**src/core/adme_pkg.sv**
```systemverilog
`default_nettype none
package adme_pkg;

  // Register indices: the control register index is not word aligned, so the byte
  // address is four times the index.
  localparam logic [11:0] CTRL_INDEX  = 12'h00e1;
  localparam logic [11:0] CTRL_ADDR   = {CTRL_INDEX[9:0], 2'b00};
  localparam logic [11:0] STEP_ADDR   = 12'h03f0;
  localparam logic [11:0] EST_ADDR    = 12'h03f4;
  localparam logic [15:0] CTRL_RESET  = 16'h0000;

  // Field positions inside the control word.
  localparam int SYL_LSB    = 13;
  localparam int RANGE_LSB  = 11;
  localparam int MINSEL_BIT = 10;
  localparam int RULE_LSB   = 8;
  localparam int EST_LSB    = 5;

  localparam int SAMPLE_W   = 16;
  localparam int CALC_W     = 20;

  localparam logic [1:0]  HTRANS_NONSEQ = 2'h2;
  localparam logic [2:0]  HSIZE_WORD    = 3'h2;
  localparam logic [15:0] STEP_RESET    = 16'h0014;
  localparam logic [15:0] EST_RESET     = 16'h0000;

  // Per-bit leak coefficient in 1/65536 units, equal to 3*65536/N. A time constant of
  // N/(3*rate) ms is N/3 bit periods, so the coefficient does not depend on the rate.
  function automatic logic [15:0] syl_coef(input logic [2:0] code);
    case (code)
      3'h0:    return 16'h0180;
      3'h1:    return 16'h0100;
      3'h2:    return 16'h00c0;
      3'h3:    return 16'h0080;
      3'h4:    return 16'h0060;
      3'h5:    return 16'h0040;
      3'h6:    return 16'h0030;
      default: return 16'h0020;
    endcase
  endfunction

  // Codes above four are undefined; they fall back to the slowest defined decay.
  function automatic logic [15:0] est_coef(input logic [2:0] code);
    case (code)
      3'h0:    return 16'h3000;
      3'h1:    return 16'h2000;
      3'h2:    return 16'h1800;
      3'h3:    return 16'h1000;
      default: return 16'h0c00;
    endcase
  endfunction

  function automatic logic [15:0] max_step(input logic [1:0] code);
    case (code)
      2'h0:    return 16'h2800;
      2'h1:    return 16'h1400;
      2'h2:    return 16'h0a00;
      default: return 16'h0500;
    endcase
  endfunction

  function automatic logic [15:0] min_step(input logic sel);
    return sel ? 16'h000a : 16'h0014;
  endfunction

  function automatic logic [2:0] run_length(input logic [1:0] code);
    return 3'(code) + 3'h3;
  endfunction

endpackage
`default_nettype wire

```
**src/core/adme_run_detect.sv**
```systemverilog
`timescale 1ns/100ps
`default_nettype none
module adme_run_detect
  import adme_pkg::*;
#(
  parameter int HIST_W = 5
)(
  input  wire logic       mclk,
  input  wire logic       rst,
  input  wire logic       bit_in,
  input  wire logic       bit_valid,
  input  wire logic [2:0] run_len,
  output logic            run_met
);

  logic [HIST_W-1:0] hist_q;
  logic [2:0]        fill_q;
  logic [2:0]        fill_d;
  logic              all_same;

  // The newest bit counts as one of the run, so only run_len-1 older bits are checked.
  function automatic logic history_matches(input logic [HIST_W-1:0] hist,
                                           input logic              b,
                                           input logic [2:0]        len);
    logic ok;
    ok = 1'b1;
    for (int i = 0; i < HIST_W; i++)
    begin
      if ((3'(i) < len - 3'h1) && (hist[i] != b))
        ok = 1'b0;
    end
    return ok;
  endfunction

  assign all_same = history_matches(hist_q, bit_in, run_len);
  assign run_met  = all_same && (fill_q >= run_len - 3'h1);
  assign fill_d   = (fill_q == 3'(HIST_W)) ? fill_q : fill_q + 3'h1;

  always_ff @(posedge mclk)
  begin
    if (rst)
    begin
      hist_q <= '0;
      fill_q <= 3'h0;
    end
    else if (bit_valid)
    begin
      hist_q <= {hist_q[HIST_W-2:0], bit_in};
      fill_q <= fill_d;
    end
  end

endmodule
`default_nettype wire

```
**src/core/adme_encoder_core.sv**
```systemverilog
// Behaviour
// - Bits 15-13 pick the syllabic time constant.
// - Bits 12-10 pick maximum and minimum step.
// - Limits apply on a signed 16-bit word.
// - Bits 9-8 pick run length three to six.
// - Step grows only after a full identical run; the clamp also lifts it to a raised minimum.
// - Bits 7-5 pick estimator decay time constant.
//
// The AHB-Lite register port was left to the implementer.
`timescale 1ns/100ps
`default_nettype none
module adme_encoder_core
  import adme_pkg::*;
#(
  parameter int ADDR_W = 12
)(
  input  wire logic                          mclk,
  input  wire logic                          rst,
  input  wire logic                          hsel,
  input  wire logic [ADDR_W-1:0]             haddr,
  input  wire logic [1:0]                    htrans,
  input  wire logic                          hwrite,
  input  wire logic [2:0]                    hsize,
  input  wire logic [31:0]                   hwdata,
  input  wire logic                          hready,
  output logic      [31:0]                   hrdata,
  output logic                               hreadyout,
  output logic                               hresp,
  input  wire logic [adme_pkg::SAMPLE_W-1:0] sample_in,
  input  wire logic                          sample_valid,
  output logic                               adm_bit,
  output logic                               adm_valid,
  output logic      [adme_pkg::SAMPLE_W-1:0] step_size,
  output logic      [adme_pkg::SAMPLE_W-1:0] estimate
);

  ////////////////////////////////////////////////////////////////////////////////
  // Shared arithmetic.

  // Multiplies by a coefficient in 1/65536 units; the shift is arithmetic so that a
  // negative estimate leaks back toward zero as well.
  function automatic logic signed [CALC_W-1:0] scale(input logic signed [CALC_W-1:0] a,
                                                     input logic [15:0]              k);
    logic signed [CALC_W+16:0] p;
    p = a * $signed({1'b0, k});
    return p[CALC_W+15:16];
  endfunction

  function automatic logic signed [CALC_W-1:0] widen(input logic [SAMPLE_W-1:0] v);
    return CALC_W'($signed(v));
  endfunction

  ////////////////////////////////////////////////////////////////////////////////
  // Bus slave.

  logic [15:0]       ctrl_q;
  logic [15:0]       step_q;
  logic [15:0]       est_q;
  logic              wr_pend_q;
  logic [11:0]       wr_addr_q;
  logic [31:0]       hrdata_q;
  logic              hreadyout_q;
  logic              hresp_q;

  wire               addr_phase;
  wire [11:0]        addr_word;
  wire               wr_ctrl;
  wire [15:0]        ctrl_now;
  wire [31:0]        rd_value;

  assign addr_phase = hsel && hready && (htrans == HTRANS_NONSEQ);
  assign addr_word  = {haddr[11:2], 2'b00};

  // Only whole-word writes update the control word; narrower writes are ignored.
  assign wr_ctrl    = wr_pend_q && (wr_addr_q == CTRL_ADDR);

  // A read that directly follows a write to the control word must see the new value.
  assign ctrl_now   = wr_ctrl ? hwdata[15:0] : ctrl_q;

  assign rd_value   = (addr_word == CTRL_ADDR) ? {16'h0000, ctrl_now} :
                      (addr_word == STEP_ADDR) ? {16'h0000, step_q} :
                      (addr_word == EST_ADDR)  ? {16'h0000, est_q} :
                                                 32'h0000_0000;

  always_ff @(posedge mclk)
  begin
    if (rst)
    begin
      wr_pend_q   <= 1'b0;
      wr_addr_q   <= 12'h000;
      hrdata_q    <= 32'h0000_0000;
      hreadyout_q <= 1'b0;
      hresp_q     <= 1'b0;
    end
    else
    begin
      wr_pend_q   <= addr_phase && hwrite && (hsize == HSIZE_WORD);
      wr_addr_q   <= addr_word;
      hreadyout_q <= 1'b1;
      hresp_q     <= 1'b0;
      if (addr_phase && !hwrite)
        hrdata_q <= rd_value;
    end
  end

  always_ff @(posedge mclk)
  begin
    if (rst)
      ctrl_q <= CTRL_RESET;
    else if (wr_ctrl)
      ctrl_q <= hwdata[15:0];
  end

  assign hrdata    = hrdata_q;
  assign hreadyout = hreadyout_q;
  assign hresp     = hresp_q;

  ////////////////////////////////////////////////////////////////////////////////
  // Field decode.

  wire [2:0]  syl_code;
  wire [1:0]  range_code;
  wire        min_sel;
  wire [1:0]  rule_code;
  wire [2:0]  est_code;
  wire [15:0] syl_k;
  wire [15:0] est_k;
  wire [2:0]  run_len;
  wire signed [CALC_W-1:0] max_ext;
  wire signed [CALC_W-1:0] min_ext;

  assign syl_code   = ctrl_q[SYL_LSB+2:SYL_LSB];
  assign range_code = ctrl_q[RANGE_LSB+1:RANGE_LSB];
  assign min_sel    = ctrl_q[MINSEL_BIT];
  assign rule_code  = ctrl_q[RULE_LSB+1:RULE_LSB];
  assign est_code   = ctrl_q[EST_LSB+2:EST_LSB];

  assign syl_k      = syl_coef(syl_code);
  assign max_ext    = widen(max_step(range_code));
  assign min_ext    = widen(min_step(min_sel));
  assign run_len    = run_length(rule_code);
  assign est_k      = est_coef(est_code);

  ////////////////////////////////////////////////////////////////////////////////
  // Encoder datapath.

  wire                     new_bit;
  wire                     run_met;
  wire signed [CALC_W-1:0] sample_ext;
  wire signed [CALC_W-1:0] step_ext;
  wire signed [CALC_W-1:0] est_ext;
  wire signed [CALC_W-1:0] grow_raw;
  wire signed [CALC_W-1:0] decay_raw;
  wire signed [CALC_W-1:0] grow;
  wire signed [CALC_W-1:0] decay;
  wire signed [CALC_W-1:0] step_raw;
  wire signed [CALC_W-1:0] step_lim;
  wire signed [CALC_W-1:0] est_leak;
  wire signed [CALC_W-1:0] est_raw;
  wire signed [CALC_W-1:0] est_max;
  wire signed [CALC_W-1:0] est_min;
  wire [15:0]              step_d;
  wire [15:0]              est_d;

  assign sample_ext = widen(sample_in);
  assign step_ext   = widen(step_q);
  assign est_ext    = widen(est_q);
  assign new_bit    = sample_ext >= est_ext;

  adme_run_detect #(
    .HIST_W    (5)
  ) u_run (
    .mclk      (mclk),
    .rst       (rst),
    .bit_in    (new_bit),
    .bit_valid (sample_valid),
    .run_len   (run_len),
    .run_met   (run_met)
  );

  // Growth and decay share the syllabic constant. A minimum move of one keeps small
  // distances from stalling when the scaled term rounds down to zero.
  assign grow_raw  = scale(max_ext - step_ext, syl_k);
  assign decay_raw = scale(step_ext - min_ext, syl_k);
  assign grow      = (grow_raw > 0) ? grow_raw : CALC_W'(1);
  assign decay     = (decay_raw > 0) ? decay_raw : CALC_W'(1);

  assign step_raw  = run_met ? step_ext + grow : step_ext - decay;

  // Clamping also pulls the step into range after software narrows the limits.
  assign step_lim  = (step_raw > max_ext) ? max_ext :
                     (step_raw < min_ext) ? min_ext : step_raw;
  assign step_d    = step_lim[15:0];

  assign est_leak  = scale(est_ext, est_k);
  assign est_raw   = new_bit ? est_ext + step_lim - est_leak : est_ext - step_lim - est_leak;
  assign est_max   = CALC_W'(32767);
  assign est_min   = -CALC_W'(32768);
  assign est_d     = (est_raw > est_max) ? est_max[15:0] :
                     (est_raw < est_min) ? est_min[15:0] : est_raw[15:0];

  always_ff @(posedge mclk)
  begin
    if (rst)
    begin
      step_q    <= STEP_RESET;
      est_q     <= EST_RESET;
      adm_bit   <= 1'b0;
      adm_valid <= 1'b0;
    end
    else
    begin
      adm_valid <= sample_valid;
      if (sample_valid)
      begin
        step_q  <= step_d;
        est_q   <= est_d;
        adm_bit <= new_bit;
      end
    end
  end

  assign step_size = step_q;
  assign estimate  = est_q;

endmodule
`default_nettype wire

```
**config.mk**
```make
export PLATFORM = sky130hd
export DESIGN_NAME = adme_encoder_core
export DESIGN_NICKNAME = d
export VERILOG_FILES = /design/src/core/adme_pkg.sv /design/src/core/adme_run_detect.sv /design/src/core/adme_encoder_core.sv
export SDC_FILE = /design/constraint.sdc
export NUM_CORES = 1
export LEC_CHECK = 0
export BUFFER_PORTS_ARGS = -buffer_cell sky130_fd_sc_hd__buf_2
export CORE_MARGIN = 5
export CORE_UTILIZATION = 45
export CTS_CLUSTER_SIZE = 28
export DETAILED_ROUTE_END_ITERATION = 8
export PLACE_DENSITY = 0.64
export SYNTH_ARGS = -nofsm -noshare
export SYNTH_HDL_FRONTEND = slang
export SYNTH_SLANG_ARGS = --single-unit
```
**constraint.sdc**
```tcl
create_clock -name mclk -period 19.3 [get_ports mclk]
set_clock_uncertainty 0.05 [all_clocks]
set_input_delay 0.965 -clock mclk [delete_from_list [all_inputs] [get_ports mclk]]
set_output_delay 0.965 -clock mclk [all_outputs]
set_load 0.05 [all_outputs]
```
==> metrics, run 1 <==
status completed; worst slew pin tran 1.22 ns; Synth Cell Area 0.0192 sq mm; drt wl/cell between 15 and 20 microns; drt drc 0; CP max stage delay around 0.81 ns; die width 216 microns; via count about 16000; Worst Path Buf+Inv 4; Synth cell types 98; # rows 75; max_cap viols 0; final hold violation count 0; CP max FO 15; Setup CP Type flip-flop to flip-flop; TritonCTS clock tree yes; Hold WC Path Type flip-flop to flip-flop; setup bufs post-CTS 0; sequential area share after synthesis under 10%; final setup vio count 0; Final Util 48.5%; number of synthesized register bits 85; number of global-route vias before repair 16600; Port Buffers 103; RSZ-0062 raised after global routing false; Slowest-stage cell, CP dfxtp_1; Overall Global Routing Usage 21.7%; Worst Path Required 19.51 ns; top cell type by total area after synthesis ha_1; grt ovf 0; Synth Flop Type dfxtp_1; initial core utilization 45.6%; setup_tns 0 ns; share of layout cells above drive strength 1 9.02%; Routed Antenna Nets 0; cts repair resizes 0; clock root cell clkbuf_16; largest net degree at the start of global routing 68; max-slew violation total from the final report 0; Rel. slew slack roughly 18%; cells after synthesis 2332; nets 2963; Synth top area share 22.1%; fmax 55.9 MHz; most repeated library cell on the critical path ha_1; die area about 0.047 sq mm; commonest non-fill, non-tap cell in the layout inv_1; num ports 139; maximum clock insertion buffer count 2; Clk pin slew, worst setup/hold paths 0.08 ns; CTS H-Tree Depth 3; minimum clock period after layout around 18 ns; average size of a mapped cell approximately 8 sq um; RePlAce Congestion 0.907; die height 216 microns; DR iter-0 viols 891; Worst Setup Start Kind flip-flop; core area ~0.042 sq mm; post-DP HPWL 42900 microns; Via density 5.58; First-pass DRT Iterations 5; crit path capture type flip-flop; clk_lat worst skew 0.36 ns; delay-heaviest family, CP compound AO/OA/AOI/OAI gates; Synth-to-Final Area Change 6.34%; first-pass GRT wire length 84000 microns; hold_buf cts 0; ranking of synthesized cells by area ha_1 22%, fa_1 18%, dfxtp_1 8.9%, inv_1 7.5%, nor2_1 4.9%; Warnings, synthesis 0; EDFF count, synth 0; CTS Buf Count 9; period utilization 92.7%; initial antenna violation count 1; ys async rst share 0%; commonest non-fill, non-tap cells in the layout 382 x inv_1, 339 x ha_1, 249 x nor2_1, 174 x fa_1, 116 x nand2_1; Clock Sinks 85; Total Wirelength 51900 microns; WP data arrival 18.09 ns
==> registers in the layout (all words and copies together) (netlist names) <==
name,count
adm_valid,1
ctrl_q,16
estimate,16
hrdata,16
hreadyout,1
step_size,16
u_run.fill_q,3
u_run.hist_q,5
wr_addr_q,10
wr_pend_q,1
==> worst reg2reg max path, delay by kind of cell (launching register included) <==
family / cells / cell delay, ns
AO/OA/AOI/OAI: 22 / 6.77
XOR/XNOR: 4 / 0.64
adder cells (fa/ha/maj): 13 / 4.85
buffers and inverters: 4 / 0.58
flip-flops: 1 / 0.81
AND/OR/NAND/NOR: 17 / 4.11
==> cells by family (layout without fill, tap and decap cells) <==
logic type | count (synthesis) | count (layout) | synth area share, %
compound gates | 419 | 419 | 15.8
xor+xnor | 124 | 124 | 5.84
fa+ha+maj | 513 | 513 | 40.3
buf+inv | 481 | 517 | 9.94
flops | 85 | 85 | 8.88
mux | 37 | 37 | 2.08
other cells | 1 | 18 | 0.0196
simple gates | 672 | 672 | 17.1
==> cell type report <==
| class | count | area, sq um |
|---|---|---|
| Fill cell | 4159 | 21700 |
| Multi-Input combinational cell | 1782 | 15600 |
| Sequential cell | 85 | 1700 |
| Inverter | 383 | 1440 |
| Tap cell | 539 | 674 |
| Timing Repair Buffer | 118 | 628 |
| Clock buffer | 9 | 225 |
| Clock inverter | 7 | 76.3 |
| Antenna cell | 1 | 2.50 |
==> through the flow <==
stage	cell area, sq um	cells	setup slack (ns)	hold slack, ns
final	20400	2924	1.41	0.448
after global routing	20400	2924	0.157	0.481
after CTS	20400	2923	1.64	0.453
after detailed placement	20100	2907	1.69	0.433
after global placement	20100	2907	1.88	0.428
after floorplan	19200	2348	3.88	0.402
==> path summary, 6_finish.rpt <==
kind	start	to	slack, ns	depth (start not counted)
min	ctrl_q[3]	ctrl_q[3]	0.45	2
max reg2reg	step_size[2]	estimate[2]	1.41	60
max	step_size[2]	estimate[2]	1.41	60
min reg2reg	ctrl_q[3]	ctrl_q[3]	0.45	2
==> Yosys cell counts (5+ instances only) <==
cell,number
a22oi_1,10
dfxtp_1,85
a31oi_1,24
o31ai_1,7
clkbuf_1,69
xnor2_1,85
a21boi_2,5
xor2_1,37
or4_1,6
a211oi_1,25
nand3_1,36
nor3b_1,5
nand4b_1,6
o21ai_2,5
o21ai_0,68
nand2_1,116
nand4_1,11
and3_1,8
nor2b_1,37
nor2_1,250
inv_1,382
o21a_1,23
o21bai_1,15
a221oi_2,12
o221ai_1,5
ha_1,339
a21o_1,27
nand2b_1,39
buf_4,19
o21ai_1,6
or3_1,16
nor3_1,60
mux2i_1,23
fa_1,174
o211ai_1,14
nor4_1,8
a21oi_1,100
or2_2,17
and2_1,34
mux2_2,13
a222oi_1,9
==> per-layer routing <==
metal	wire [microns]	up-vias	GRT usage, %
met2	26000	409	39.9
li1	-	7895	-
met5	0	-	0
met3	2250	103	1.47
met4	1720	0	6.89
met1	22000	7918	27.1
Power of run 1 is left out: the tool's default activity adds up to more than one toggle a clock period on the data nets, which glitch-free logic cannot reach.
==> run 2: changes to the inputs <==
--- a/config.mk
+++ b/config.mk
@@ -8,9 +8,10 @@
 export BUFFER_PORTS_ARGS = -buffer_cell sky130_fd_sc_hd__buf_2
 export CORE_MARGIN = 5
 export CORE_UTILIZATION = 45
-export CTS_CLUSTER_SIZE = 28
+export CTS_CLUSTER_SIZE = 16
 export DETAILED_ROUTE_END_ITERATION = 8
 export PLACE_DENSITY = 0.64
 export SYNTH_ARGS = -nofsm -noshare
 export SYNTH_HDL_FRONTEND = slang
+export SYNTH_HIERARCHICAL = 1
 export SYNTH_SLANG_ARGS = --single-unit
==> run 2 against run 1 <==
Against the previous run:
- register-to-register slack better by 0.32 ns
- maximum frequency up 1.8%
- synthesized area decreased by 1.3%
- sequential share of layout area rose by 0.15 points
- cell area down 0.64%
- core utilization is essentially flat
- critical path type unchanged
- largest cell class unchanged
- highest routed layer unchanged
==> metrics, run 2 <==
status completed; Warnings, synthesis 6; minimum clock period after layout 17.56 ns; # rows 75; commonest non-fill, non-tap cell in the layout inv_1; CP max FO 17; Slowest-stage cell, CP a211oi_1; Setup CP Type flip-flop to flip-flop; TritonCTS clock tree yes; worst r2r path cells between 60 and 70; Port Buffers slightly above 100; Total Wirelength just under 50000 microns; clock root cell clkbuf_16; largest net degree at the start of global routing 57; grt ovf 0; Clock Sinks 86; max-slew violation total from the final report 0; register-to-register setup slack 1.74 ns; Rel. slew slack between 20% and 30%; CTS Buf Count 9; multi-input logic area 0.0154 sq mm; final hold violation count 0; Critical Path Start ctrl_q[10]; most frequent cells after synthesis 383 x inv_1, 340 x ha_1, 279 x nor2_1; RePlAce Congestion approximately 0.92; worst slew pin tran 1.14 ns; drt drc 0; commonest non-fill, non-tap cells in the layout 383 x inv_1, 340 x ha_1, 278 x nor2_1, 174 x fa_1, 103 x buf_2; sequential area share after synthesis between 9 and 10%; top cell type by total area after synthesis ha_1; RR Endpoint estimate[9]; CTS H-Tree Depth 3; die area 0.0462 sq mm; first-pass GRT wire length 80800 microns; Final Util 48.5%; DR WL met2 approximately 24000 microns; Seq. cell area 0.00172 sq mm; Hold WC Path Type flip-flop to flip-flop; setup bufs post-CTS 0; Synth cell types 84; ranking of synthesized cells by area ha_1 23%, fa_1 18%, dfxtp_1 9.1%, inv_1 7.6%, nor2_1 5.5%; Synth Cell Area 0.0189 sq mm; DR iter-0 viols 738; average size of a mapped cell approximately 8.2 sq um; Highest Signal Layer met4; CP max stage delay ~0.73 ns; cts repair resizes 0; core area about 0.042 sq mm; Via density 5.46; nets 2955; max_cap viols 0; fmax 56.9 MHz; maximum clock insertion buffer count 2; die height 215 microns; most numerous cell in the Yosys netlist inv_1; via count 15900; hold_buf cts 0; most repeated library cell on the critical path ha_1; Routed Antenna Nets 0; setup_tns 0 ns; WP data arrival 17.77 ns; share of layout cells above drive strength 1 8.59%; worst r2r src ctrl_q[10]; post-DP HPWL roughly 42000 microns; cells after synthesis 2313; WL met1 roughly 21000 microns; period utilization 91.0%; Worst Setup Start Kind flip-flop; num ports 139; First-pass DRT Iterations 5; number of synthesized register bits 86; initial core utilization roughly 45%; Synth top area share 22.5%; final setup vio count 0; EDFF count, synth 0; clk_lat worst skew 0.34 ns; drt wl/cell 16.9 microns; Clk pin slew, worst setup/hold paths 0.06 ns; die width 215 microns; Worst Path Required 19.50 ns; RSZ-0062 raised after global routing false; crit path capture type flip-flop; Overall Global Routing Usage approximately a fifth; Synth-to-Final Area Change 7.07%; met3 WL 1790 microns; number of global-route vias before repair 16200; Fillers 4121; ys async rst share 0%; initial antenna violation count 2; Synth Flop Type dfxtp_1; Worst Setup EP estimate[9]
==> run 2: how the worst min path moves through the flow <==
stage                          from              end  slack, ns  depth (start not counted)
floorplan           u_run/hist_q[4]  u_run/hist_q[4]       0.43                          2
global route             hrdata[14]       hrdata[14]       0.48                          2
finish                      adm_bit          adm_bit       0.44                          2
detailed placement          adm_bit          adm_bit       0.44                          2
global placement            adm_bit          adm_bit       0.42                          2
CTS                         adm_bit          adm_bit       0.45                          2
==> run 2: logic make-up after synthesis <==
kind of cell,Yosys count,synth area share (%)
simple gates,635,15.8
fa+ha+maj,515,41.0
buf+inv,481,9.95
compound gates,422,15.7
xor+xnor,131,6.11
flops,86,9.11
mux,42,2.35
other cells,1,0.0198
==> run 2: final cells by class <==
class,instances,share of cell area [%]
sequential,86,8.50
multi-input combinational,1762,76.1
clock buffer,9,1.11
inverter,385,7.14
clock inverter,7,0.396
tap,539,3.33
antenna,2,0.0247
timing repair buffer,126,3.40
==> run 2: metal layers <==
layer	GRT usage, %	vias to the layer above
li1	-	7826
met1	26.6	7697
met2	38.2	319
met3	1.31	69
met4	7.13	0
met5	0	-
==> run 2: worst max-delay path, delay by kind of cell (launching register included) <==
family	cells	cell delay [ns]
AOI/OAI and AO/OA	23	6.78
xor gates and xnor gates	3	0.50
adders and majority gates	13	4.83
buffers and inverters	5	0.61
DFF	1	0.60
muxes	1	0.07
and+or+nand+nor	17	4.01
==> run 2: metrics by stage <==
step / instance area [sq um] / std cells / hold WS [ns] / setup WS, ns
2_1_floorplan: 19000 / 2329 / 0.432 / 4.54
3_3_place_gp: 19900 / 2898 / 0.425 / 1.98
3_5_place_dp: 19900 / 2898 / 0.440 / 1.80
4_1_cts: 20200 / 2914 / 0.455 / 1.74
5_1_grt: 20200 / 2916 / 0.475 / 0.572
6_report: 20200 / 2916 / 0.444 / 1.74
Power of run 2 is left out for the same reason.
==> run 3: changes to the inputs <==
--- a/config.mk
+++ b/config.mk
@@ -10,7 +10,7 @@
 export CORE_UTILIZATION = 45
 export CTS_CLUSTER_SIZE = 16
 export DETAILED_ROUTE_END_ITERATION = 8
-export PLACE_DENSITY = 0.64
+export PLACE_DENSITY = 0.67
 export SYNTH_ARGS = -nofsm -noshare
 export SYNTH_HDL_FRONTEND = slang
 export SYNTH_HIERARCHICAL = 1
==> constraint.sdc (replaced) <==
create_clock -name mclk -period 14.06 [get_ports mclk]
set_clock_uncertainty 0.05 [all_clocks]
set_input_delay 0.703 -clock mclk [delete_from_list [all_inputs] [get_ports mclk]]
set_output_delay 0.703 -clock mclk [all_outputs]
set_load 0.05 [all_outputs]
==> run 3 against run 2 <==
Against the previous run:
- via count is 11% higher
- critical path depth up 5
- hold slack improved by 0.0013 ns
- die area unchanged
- critical endpoint is now estimate[1]
- largest cell class unchanged
==> metrics, run 3 (same netlist as run 2, synthesis figures left out) <==
largest net degree at the start of global routing 50; Clk pin slew, worst setup/hold paths 0.06 ns; final setup vio count 0; Hold WC Path Type flip-flop to flip-flop; First-pass DRT Iterations 5; period utilization between 90% and 100%; Fillers 3631; WP data arrival 14.20 ns; CP max stage delay around 0.57 ns; clk_lat worst skew 0.36 ns; Routed Antenna Nets 0; drt wl/cell 16.9 microns; Overall Global Routing Usage 23.6%; initial antenna violation count 1; Setup CP Type flip-flop to flip-flop; grt ovf 0; RePlAce Congestion 0.934; Placement Setup Slack -0.737 ns; Via density ~5.4; max_cap viols 0; Worst Path Required roughly 14 ns; worst slew pin tran about 1.3 ns; CTS Buf Count 9; Total Wirelength 55900 microns; worst hold margin roughly 0.45 ns; DR iter-0 viols 787; CP max FO 7; number of global-route vias before repair 18500; Port Buffers 103; commonest non-fill, non-tap cell in the layout buf_4; CTS H-Tree Depth 3; commonest non-fill, non-tap cells in the layout 399 x buf_4, 367 x inv_1, 290 x ha_1, 255 x nor2_1, 170 x fa_1; status completed; TritonCTS clock tree yes; minimum clock period after layout approximately 14 ns; crit path capture type flip-flop; num ports about 140; Synth-to-Final Area Change 30.1%; fmax 71.4 MHz; die width 215 microns; Rel. slew slack 12.7%; nets 3346; max-slew violation total from the final report 0; share of layout cells above drive strength 1 28.4%; hold_buf cts 0; die height 215 microns; clock root cell clkbuf_16; setup ws final between 0.06 and 0.07 ns; first-pass GRT wire length around 91000 microns; initial core utilization between 40 and 50%; post-DP HPWL 46100 microns; maximum clock insertion buffer count 2; register-to-register setup slack 0.06 ns; Worst Setup Start Kind flip-flop; final hold violation count 0; drt drc 0; core area 0.0418 sq mm; RSZ-0062 raised after global routing true; die area 0.0462 sq mm; # rows 75; Clock Sinks 86; via count about 18000; Slowest-stage cell, CP fa_1; setup_tns 0 ns
run 3: worst max-delay path: cells and delay by family (launching register included):
family          cells  cell delay, ns
buf+inv            12            1.14
mux                 1            0.13
compound gates     24            5.14
flops               1            0.33
xor+xnor            1            0.11
simple gates       16            2.58
fa+ha+maj          13            4.35
run 3: routing by layer:
| metal | global-route usage, % | part of all wire [%] | vias to the layer above |
|---|---|---|---|
| li1 | - | - | 8608 |
| met1 | 29.6 | 43 | 8552 |
| met2 | 42.7 | 50 | 424 |
| met3 | 2.15 | 3.8 | 100 |
| met4 | 8.00 | 3.7 | 0 |
| met5 | 0 | 0 | - |
run 3: layout make-up:
class | instances | area [sq um] | area share [%]
Clock inverter | 5 | 65.1 | 0.265
Sequential cell | 86 | 1730 | 7.04
Multi-Input combinational cell | 1762 | 16700 | 68.0
Tap cell | 539 | 674 | 2.74
Inverter | 385 | 1450 | 5.91
Antenna cell | 1 | 2.50 | 0.0102
Clock buffer | 10 | 239 | 0.972
Timing Repair Buffer | 517 | 3700 | 15.0
run 3: what timing repair did:
item,in CTS,in global routing
gates cloned,2,0
buffers inserted,19,15
hold endpoints to repair,0,0
resized for setup,84,149
pin swaps,40,117
endpoints found under the setup margin,16,16
run 3: worst paths after layout:
check             start          end  depth (start not counted)
min           hrdata[0]    hrdata[0]                          2
max reg2reg  ctrl_q[10]  estimate[1]                         67
min reg2reg   hrdata[0]    hrdata[0]                          2
max          ctrl_q[10]  estimate[1]                         67
run 3: stage by stage:
step                utilization, %  instance area [sq um]  cells
floorplan                        -                  19100   2329
global placement              54.5                  22800   3255
detailed placement            54.5                  22800   3255
CTS                           56.6                  23600   3291
global route                  58.9                  24600   3305
finish                        58.9                  24600   3305
Power of run 3 is left out for the same reason.
